--- src/rtl/dsw_consts.svh ---
// constants for the serial converter write port
`ifndef DSW_CONSTS_SVH
`define DSW_CONSTS_SVH
`define DSW_WORD_BITS 16
`define DSW_CNT_LAST 5'h10
`define DSW_MODE_MSB 13
`define DSW_MODE_LSB 12
`define DSW_CODE_MSB 11
`define DSW_CODE_LSB 4
`define DSW_CODE_RST 8'h00
`define DSW_MODE_RST 2'h0
`endif

--- src/rtl/dsw_pkg.sv ---
// types for the serial converter write port
`include "dsw_consts.svh"
package dsw_pkg;
    typedef enum logic [1:0] {
        DSW_MODE_NORMAL,
        DSW_MODE_PD_1K,
        DSW_MODE_PD_100K,
        DSW_MODE_PD_OPEN
    } dsw_mode_t;
    typedef struct packed {
        logic [1:0] clk_sync;
        logic [1:0] sel_sync;
        logic [1:0] dat_sync;
        logic clk_prev;
        logic sel_prev;
        logic [15:0] shift;
        logic [4:0] count;
        logic [7:0] code;
        dsw_mode_t mode;
        logic update;
        logic abort;
    } dsw_state_t;
endpackage

--- src/rtl/dsw_port.sv ---
// serial write port of an 8-bit converter: shift register, code and mode
`include "dsw_consts.svh"
// Summary of operation
// a sixteen-bit shift register captures every serial word
// data bit sampled and shifted on each of the first sixteen falling serial clock edges in frame
// frame select is active low; bits accepted only after it falls
// on the sixteenth falling edge the code and mode are applied
// frame select rising before sixteen edges aborts, nothing changes
// controller keeps the serial clock at or below 30 MHz
// code register is eight-bit straight binary, 00 zero to FF full scale
// word is MSB first: two ignored, two mode, eight code, four ignored
// mode bits: 00 normal, 01 1k, 10 100k, 11 high impedance
// reset clears the code register until a valid frame arrives
// power-down modes leave the stored code unchanged; here every complete word, power-down ones too, loads its code field
// counter restarts at frame start; edges past sixteen are ignored
module dsw_port
    import dsw_pkg::*;
(
    input wire logic clk_in,
    input wire logic reset_in,
    input wire logic sclk_in,
    input wire logic sync_n_in,
    input wire logic din_in,
    output logic [7:0] code_out,
    output logic [1:0] mode_out,
    output logic mode_ctl_hi_out,
    output logic mode_ctl_lo_out,
    output logic powered_down_out,
    output logic update_out,
    output logic abort_out
);
    dsw_state_t s_q;
    dsw_state_t s_d;

    logic fall_clk;
    logic fall_sel;
    logic rise_sel;
    logic in_frame;
    logic [15:0] next_word;

    // field decoders shared by the update logic and its checks
    function automatic logic [7:0] word_code(input logic [15:0] w);
        return w[`DSW_CODE_MSB:`DSW_CODE_LSB];
    endfunction

    function automatic dsw_mode_t word_mode(input logic [15:0] w);
        return dsw_mode_t'(w[`DSW_MODE_MSB:`DSW_MODE_LSB]);
    endfunction

    // edges are seen on the second synchroniser stage only
    assign fall_clk = s_q.clk_prev & ~s_q.clk_sync[1];
    assign fall_sel = s_q.sel_prev & ~s_q.sel_sync[1];
    assign rise_sel = ~s_q.sel_prev & s_q.sel_sync[1];
    assign in_frame = ~s_q.sel_sync[1];
    assign next_word = {s_q.shift[14:0], s_q.dat_sync[1]};

    always_comb begin
        s_d = s_q;
        s_d.clk_sync = {s_q.clk_sync[0], sclk_in};
        s_d.sel_sync = {s_q.sel_sync[0], sync_n_in};
        s_d.dat_sync = {s_q.dat_sync[0], din_in};
        s_d.clk_prev = s_q.clk_sync[1];
        s_d.sel_prev = s_q.sel_sync[1];
        s_d.update = 1'b0;
        s_d.abort = 1'b0;
        if (fall_sel) begin
            s_d.count = 5'h00;
            s_d.shift = 16'h0000;
        end else if (rise_sel) begin
            // a partial word is thrown away
            if (s_q.count != `DSW_CNT_LAST) begin
                s_d.abort = 1'b1;
            end
            s_d.count = 5'h00;
            s_d.shift = 16'h0000;
        end else if (in_frame && fall_clk &&
                     s_q.count != `DSW_CNT_LAST) begin
            s_d.shift = next_word;
            s_d.count = s_q.count + 5'h01;
            if (s_q.count == `DSW_CNT_LAST - 5'h01) begin
                s_d.update = 1'b1;
                s_d.code = word_code(next_word);
                // code loaded whatever the mode, so a power-down word replaces it too
                s_d.mode = word_mode(next_word);
            end
        end
    end

    always_ff @(posedge clk_in) begin
        if (reset_in) begin
            s_q <= '0;
            s_q.clk_sync <= 2'h3;
            s_q.sel_sync <= 2'h3;
            s_q.clk_prev <= 1'b1;
            s_q.sel_prev <= 1'b1;
            s_q.code <= `DSW_CODE_RST;
            s_q.mode <= dsw_mode_t'(`DSW_MODE_RST);
        end else begin
            s_q <= s_d;
        end
    end

    assign code_out = s_q.code;
    assign mode_out = s_q.mode;
    assign mode_ctl_hi_out = s_q.mode[1];
    assign mode_ctl_lo_out = s_q.mode[0];
    assign powered_down_out = (s_q.mode != DSW_MODE_NORMAL);
    assign update_out = s_q.update;
    assign abort_out = s_q.abort;

    // word application
    a_code_load: assert property (
        @(posedge clk_in) disable iff (reset_in)
        s_q.update |-> s_q.code == $past(word_code(next_word)))
        else $error("code not loaded from word");
    a_mode_load: assert property (
        @(posedge clk_in) disable iff (reset_in)
        s_q.update |-> s_q.mode == $past(word_mode(next_word)))
        else $error("mode not loaded from word");
    a_abort_hold: assert property (
        @(posedge clk_in) disable iff (reset_in)
        s_q.abort |-> $stable(s_q.code) && $stable(s_q.mode))
        else $error("abort changed code or mode");
    a_code_stable: assert property (
        @(posedge clk_in) disable iff (reset_in)
        !s_q.update |-> $stable(s_q.code))
        else $error("code changed without update");
    a_mode_stable: assert property (
        @(posedge clk_in) disable iff (reset_in)
        !s_q.update |-> $stable(s_q.mode))
        else $error("mode changed without update");
    a_update_pulse: assert property (
        @(posedge clk_in) disable iff (reset_in)
        s_q.update |=> !s_q.update)
        else $error("update pulse too long");
    a_update_cause: assert property (
        @(posedge clk_in) disable iff (reset_in)
        s_q.update |-> $past(fall_clk) && $past(in_frame))
        else $error("update without a clock fall in frame");
    // bit counting and framing
    a_count_max: assert property (
        @(posedge clk_in) disable iff (reset_in)
        s_q.count <= `DSW_CNT_LAST)
        else $error("bit count above sixteen");
    a_count_step: assert property (
        @(posedge clk_in) disable iff (reset_in)
        in_frame && fall_clk && !fall_sel && s_q.count < `DSW_CNT_LAST
        |=> s_q.count == $past(s_q.count) + 5'h01)
        else $error("count did not step on a clock fall");
    a_shift_in: assert property (
        @(posedge clk_in) disable iff (reset_in)
        in_frame && fall_clk && !fall_sel && s_q.count < `DSW_CNT_LAST
        |=> s_q.shift[0] == $past(s_q.dat_sync[1]))
        else $error("data bit not shifted");
    a_past_last: assert property (
        @(posedge clk_in) disable iff (reset_in)
        in_frame && fall_clk && !fall_sel && s_q.count == `DSW_CNT_LAST
        |=> $stable(s_q.shift) && $stable(s_q.count))
        else $error("edge after sixteenth not ignored");
    a_out_frame: assert property (
        @(posedge clk_in) disable iff (reset_in)
        !in_frame && !rise_sel |=> $stable(s_q.count))
        else $error("count moved outside frame");
    a_frame_gate: assert property (
        @(posedge clk_in) disable iff (reset_in)
        !in_frame && !rise_sel |=> $stable(s_q.shift))
        else $error("shift moved outside frame");
    a_sel_clear: assert property (
        @(posedge clk_in) disable iff (reset_in)
        fall_sel |=> s_q.count == 5'h00)
        else $error("count not cleared at frame start");
    a_update_count: assert property (
        @(posedge clk_in) disable iff (reset_in)
        s_q.update |-> s_q.count == `DSW_CNT_LAST)
        else $error("update before sixteen bits");
    // aborts
    a_rise_clear: assert property (
        @(posedge clk_in) disable iff (reset_in)
        rise_sel |=> s_q.count == 5'h00 && s_q.shift == 16'h0000)
        else $error("partial word not discarded");
    a_abort_count: assert property (
        @(posedge clk_in) disable iff (reset_in)
        s_q.abort |-> s_q.count == 5'h00)
        else $error("abort left a count behind");
    a_abort_pulse: assert property (
        @(posedge clk_in) disable iff (reset_in)
        s_q.abort |=> !s_q.abort)
        else $error("abort pulse too long");
    a_pulse_excl: assert property (
        @(posedge clk_in) disable iff (reset_in)
        !(s_q.update && s_q.abort))
        else $error("update and abort together");
    // reset, synchronisers and outputs
    a_reset_code: assert property (
        @(posedge clk_in)
        $past(reset_in) |-> s_q.code == `DSW_CODE_RST)
        else $error("code not cleared at reset");
    a_reset_mode: assert property (
        @(posedge clk_in)
        $past(reset_in) |-> s_q.mode == DSW_MODE_NORMAL)
        else $error("mode not normal at reset");
    a_reset_pulse: assert property (
        @(posedge clk_in)
        $past(reset_in) |-> !s_q.update && !s_q.abort)
        else $error("pulse seen right after reset");
    a_clk_chain: assert property (
        @(posedge clk_in) disable iff (reset_in)
        s_q.clk_prev == $past(s_q.clk_sync[1]))
        else $error("serial clock edge stage out of step");
    a_sel_chain: assert property (
        @(posedge clk_in) disable iff (reset_in)
        s_q.sel_prev == $past(s_q.sel_sync[1]))
        else $error("frame select edge stage out of step");
    a_mode_map: assert property (
        @(posedge clk_in) disable iff (reset_in)
        powered_down_out == (mode_out != 2'h0))
        else $error("power-down flag mismatch");
    a_ctl_bits: assert property (
        @(posedge clk_in) disable iff (reset_in)
        {mode_ctl_hi_out, mode_ctl_lo_out} == mode_out)
        else $error("mode control bits differ from mode");
    a_code_range: assert property (
        @(posedge clk_in) disable iff (reset_in)
        s_q.update |-> code_out == $past(word_code(next_word)))
        else $error("code output wrong");

    c_update: cover property (@(posedge clk_in) s_q.update);
    c_abort: cover property (@(posedge clk_in) s_q.abort);
    c_open: cover property (@(posedge clk_in) mode_out == 2'h3);
    c_full: cover property (@(posedge clk_in) code_out == 8'hFF);
    c_pd_1k: cover property (@(posedge clk_in) mode_out == 2'h1);
endmodule

--- config.mk ---
export PLATFORM = sky130hd
export DESIGN_NAME = dsw_port
export DESIGN_NICKNAME = d
export VERILOG_FILES = /design/src/rtl/dsw_pkg.sv /design/src/rtl/dsw_port.sv
export VERILOG_INCLUDE_DIRS = /design/src /design/src/rtl
export SDC_FILE = /design/constraint.sdc
export NUM_CORES = 1
export LEC_CHECK = 0
export BUFFER_PORTS_ARGS = -buffer_cell sky130_fd_sc_hd__clkbuf_2
export CORE_MARGIN = 2
export CORE_UTILIZATION = 43
export DETAILED_ROUTE_END_ITERATION = 6
export SETUP_SLACK_MARGIN = 0.02
export SLEW_MARGIN = 20
export SYNTH_ARGS = -nofsm -noshare
export SYNTH_HDL_FRONTEND = slang
export SYNTH_SLANG_ARGS = --single-unit
--- constraint.sdc ---
create_clock -name clk_in -period 1.5 [get_ports clk_in]
set_clock_uncertainty 0.05 [all_clocks]
set_input_delay 0.075 -clock clk_in [delete_from_list [all_inputs] [get_ports clk_in]]
set_output_delay 0.075 -clock clk_in [all_outputs]
set_load 0.01 [all_outputs]
Word-level counts from Yosys, hierarchy flattened
Index checks and enable logic that the tools add are counted.
Widths: inputs -> output; s select.
- bitwise logic cells: 9
- reductions and logical operators: 7
- add/sub/neg operators: 1
- $mul: 0
- shift operators: 0
- multiplexer cells: 2
- order comparisons: 0
- div/mod/pow operators: 0
- equality and inequality tests: 2
- operator list (cell ; count):
    $not 1->1 ; 6
    $reduce_or 3->1 ; 2
    $add 5x1->5 const B ; 1
    $eq 5x4->1 const B ; 1
    $ne 5x5->1 const B ; 1
    $reduce_and 4->1 ; 1
    $reduce_or 4->1 ; 1
    $and 1x1->1 ; 3
    $logic_and 1x1->1 ; 2
    $mux 1 ; 2
    $reduce_bool 2->1 ; 1
- word-level logic and storage cells: 32
- register bits: 38
- output and inout port bits: 15
- memories kept: 0
- memory bits (read-only): 0
- latch bits: 0
- memory bits (writable): 0
- input port bits: 5

Longest topological paths before layout
- word-level depth: 6
- gate-level depth with buffers: 7
- gate-level depth less buffers: 6

Worst setup path before layout
No wires, ideal clock.
- path kind: register to register
- start point: register s_q[12] (netlist bit)
- end point: register s_q[14] (netlist bit)
- path buffers: 1
- setup time: 0.070 ns
- stages on the path, launching flop included: 7
- period minus slack after synthesis: 1.616 ns
- arrival: 1.496 ns
- setup slack: -0.116 ns
- cell sequence: dfxtp_1 inv_1 ha_1 and4bb_1 buf_6 or4_1 a21oi_1
- longest elaborated chain between the ends: 2
- RTL lines (item ; RTL line ; RTL):
    start, declared ; dsw_port.sv:32 ; dsw_state_t s_q;
    branches (longest 2 deep; another with $add 5x1->5) ; - ;
Parallel ways; which one is timed is not known.
A chain may end at the register's enable or synchronous reset.

Final worst setup path
- start point: register s_q[13] (netlist bit)
- end point: register s_q, in the netlist mode_out[1]
- longest elaborated chain between the ends: 3
- RTL lines (item):
    $ne 5x5->1 (no line)
    $logic_and 1x1->1 (no line)
    $reduce_and 4->1 (no line) (*)
Every way passes the cells marked *; elsewhere a longest branch is shown, timed or not.

==> results.md <==
- R2R Setup Slk: -0.09 ns
- Final wirelength: 3.42 mm
- Final core utilization: 57.7%
- Yosys cell types: 28
- Cell mode on critical path: ha_4
- Ranking of synthesized cells by area: dfxtp_1 (47%), nand2b_1 (7.8%), mux2i_1 (6.2%)
- Area leader, netlist: dfxtp_1
- Crit path required time: 1.67 ns
- Max FO, Critical Path: 5
- Status: finished with violations
- CTS sink cnt: 38
- Count of input and output buffers: 19
- Vias/cell: 5.11
- Main synth FF type: dfxtp_1
- Fmax achieved: 0.630 GHz
- First-pass GRT wire length: 5.03 mm
- Syn Inst Count: 174
- Failing checks: setup timing
- CTS tree: done
- DRC Markers: 0
- Die Area: 4260 sq um
- Reg area: 772 sq um
- Die Span Y: 65.2 microns
- Startpoint type of the worst setup path: flop
- N_diodes: 0
- Antenna viol nets, final: 0
- Fin cells: 248
- Post-Place Cells: 232
- Final worst path period share: 106%
- Total grt overflow: 0
- Count leader, synth: dfxtp_1
- R2r endpoint: mode_out[1]
- Crit-path max cell delay: 0.38 ns
- Crit path kind: flop to flop
- CP top delay family: simple AND/OR/NAND/NOR gates
- Worst Hold Slack: 0.114 ns
- GPL Wtd Cong: 0.764
- Worst slew pin tran: 0.286 ns
- Initial Util: 44.4%
- Peak supply drop: 0.607 mV
- Max-slew violation count: 0
- Sequential share of the synthesized area: 47.2%
- Vias in the first global route: 1120
- Path type of the worst min-delay path: input pin to flop
- Top cell type's share of synthesized area: 47.2%
- Hold path depth: 3
- R2R depth: 7
- Worst path slowest cell: dfxtp_4
- Clk slew on worst S/H paths: 0.07 ns
- Core Area: 3630 sq um
- # H-tree levels: 2
- Cells along the critical path: ha_4, and3_4, ha_4, nand2_4, nor3_4, buf_6, mux2i_1
- Vias after detailed routing: 1267
- Fin crit period: 1.59 ns
- Per-cell routed wire length: 13.8 microns
- Row cnt: 22
- Hold wc startpoint: reset_in
- DR iter-0 viols: 65
- Max Root-Sink Buffers: 2
- Multi-input logic area: 831 sq um
- Initial antenna violation count: 0
- 1st-pass router iterations: 4
- Setup violators final: 12
- Post-synth EDFFs: 0
- Layout area overhead: 30.1%
- Leak: 0.750 nW
- I/O pin count: 20
- Max Cap Viol: 0
- WHS Endpoint: s_q[15]
- Final #Nets: 209
- Critical R2R Launch: s_q[13]
- Clock buffer count from CTS: 5
- Commonest cells in the netlist: dfxtp_1 (38), nand2b_1 (20), a21oi_1 (17), o21ai_0 (17), nand3_1 (16)
- Buf/Inv on CP: 1
- Post-Syn Area per Cell: 9.27 sq um
- Number of synthesized register bits: 38
- Post-Syn Area: 1610 sq um
- Die extent in x: 65.2 microns
- Pin count of the biggest net entering global routing: 31
- Layout cells sized above 1: 40.0%
- Root buffer cell: clkbuf_8
- Warnings, synthesis: 0
- GRT Util Overall: 15.9%
- Power Density: 938 nW/um^2
- Fillers: 314
- Worst setup EP type: flop
- Final Hold Viols: 0
- Sum of negative setup slack: -0.786 ns
- Setup WS post-layout: -0.0876 ns
- Ys async rst share: 0%
- Worst Path Arrival: 1.76 ns
- DP Wirelength: 2.06 mm
- Unrepaired setup endpoints after global routing: true
- Max_slew headroom: 80.6%
- Clk_lat worst skew: 0.29 ns
- Pwr Total: 1.97 mW
- Syn Nets: 184
==> cell type report <==
| class | count | share of cell area, % |
|---|---|---|
| Clock buffer | 5 | 3.28 |
| Clock inverter | 3 | 1.91 |
| Inverter | 6 | 1.07 |
| Multi-Input combinational cell | 108 | 39.6 |
| Sequential cell | 38 | 36.8 |
| Tap cell | 48 | 2.86 |
| Timing Repair Buffer | 40 | 14.5 |
==> stage by stage <==
step                instance area [sq um]  setup WS, ns
floorplan                            1620       -0.0396
global placement                     1740       -0.0330
detailed placement                   1740       -0.0913
CTS                                  1920       -0.0438
global route                         2100        -0.170
finish                               2100       -0.0876
==> cells by family (layout without fill, tap and decap cells) <==
family	count (synthesis)	after routing	synth area share (%)
buffers and inverters	28	54	9.62
adders and majority gates	5	5	3.88
AOI/OAI and AO/OA	35	35	11.1
DFF	38	38	47.2
and+or+nand+nor	58	58	22.0
muxes	10	10	6.21
==> flip-flops by register name, summed over array words and instances, names as in the netlist <==
name        flops
abort_out       1
code_out        8
mode_out        2
next_word      14
s_d             5
s_q             7
update_out      1
==> per-layer routing <==
layer | up-vias | wire (microns) | global-route usage (%)
met1 | 601 | 1380 | 17.7
li1 | 632 | - | -
met4 | 0 | 67 | 8.59
met2 | 27 | 1840 | 26.7
met3 | 7 | 133 | 5.14
met5 | - | 0 | 0
==> cells in the final DEF, fill, tap and decap left out, types with 2 or more instances in the layout <==
cell	instances
dfxtp_1	35
nand2b_1	20
clkbuf_2	19
nand3_1	16
buf_4	11
a21oi_1	10
mux2i_1	10
o21ai_0	8
or2_2	7
a21oi_2	7
o21ai_1	6
clkbuf_8	5
buf_6	5
inv_1	4
ha_4	4
o21ai_2	3
dlygate4sd3_1	3
dfxtp_4	3
inv_2	2
or3_4	2
nor2b_1	2
clkinv_2	2
==> power breakdown <==
part	internal, mW	switching (mW)
registers	1.01	0.00485
clock network	0.489	0.359
logic	0.0576	0.0446
total	1.56	0.409
==> worst max-delay path by stage <==
stage / slack [ns] / cells after the start / endpoint / start
after floorplan: -0.04 / 6 / s_q[14] / s_q[12]
after global placement: -0.03 / 4 / code_out[2] / s_d[33]
after detailed placement: -0.09 / 4 / mode_out[1] / s_d[33]
after CTS: -0.04 / 5 / s_q[14] / s_q[12]
after global routing: -0.17 / 7 / code_out[6] / s_q[13]
final: -0.09 / 7 / mode_out[1] / s_q[13]
==> worst min-delay path: cells and delay by family <==
kind	cells	cell delay [ns]
buffers and inverters	1	0.10
AOI/OAI and AO/OA	1	0.04
and+or+nand+nor	1	0.19
==> timing repair <==
| item | in CTS | in global routing |
|---|---|---|
| hold endpoints to repair | 3 | 0 |
| setup endpoints to repair | 28 | 30 |
| hold buffers | 3 | 0 |
| resized for setup | 11 | 40 |
| cloned | 0 | 2 |
| pin swaps | 0 | 8 |
| setup buffers | 1 | 2 |
No activity file was read; power rests on OpenSTA's default activity.
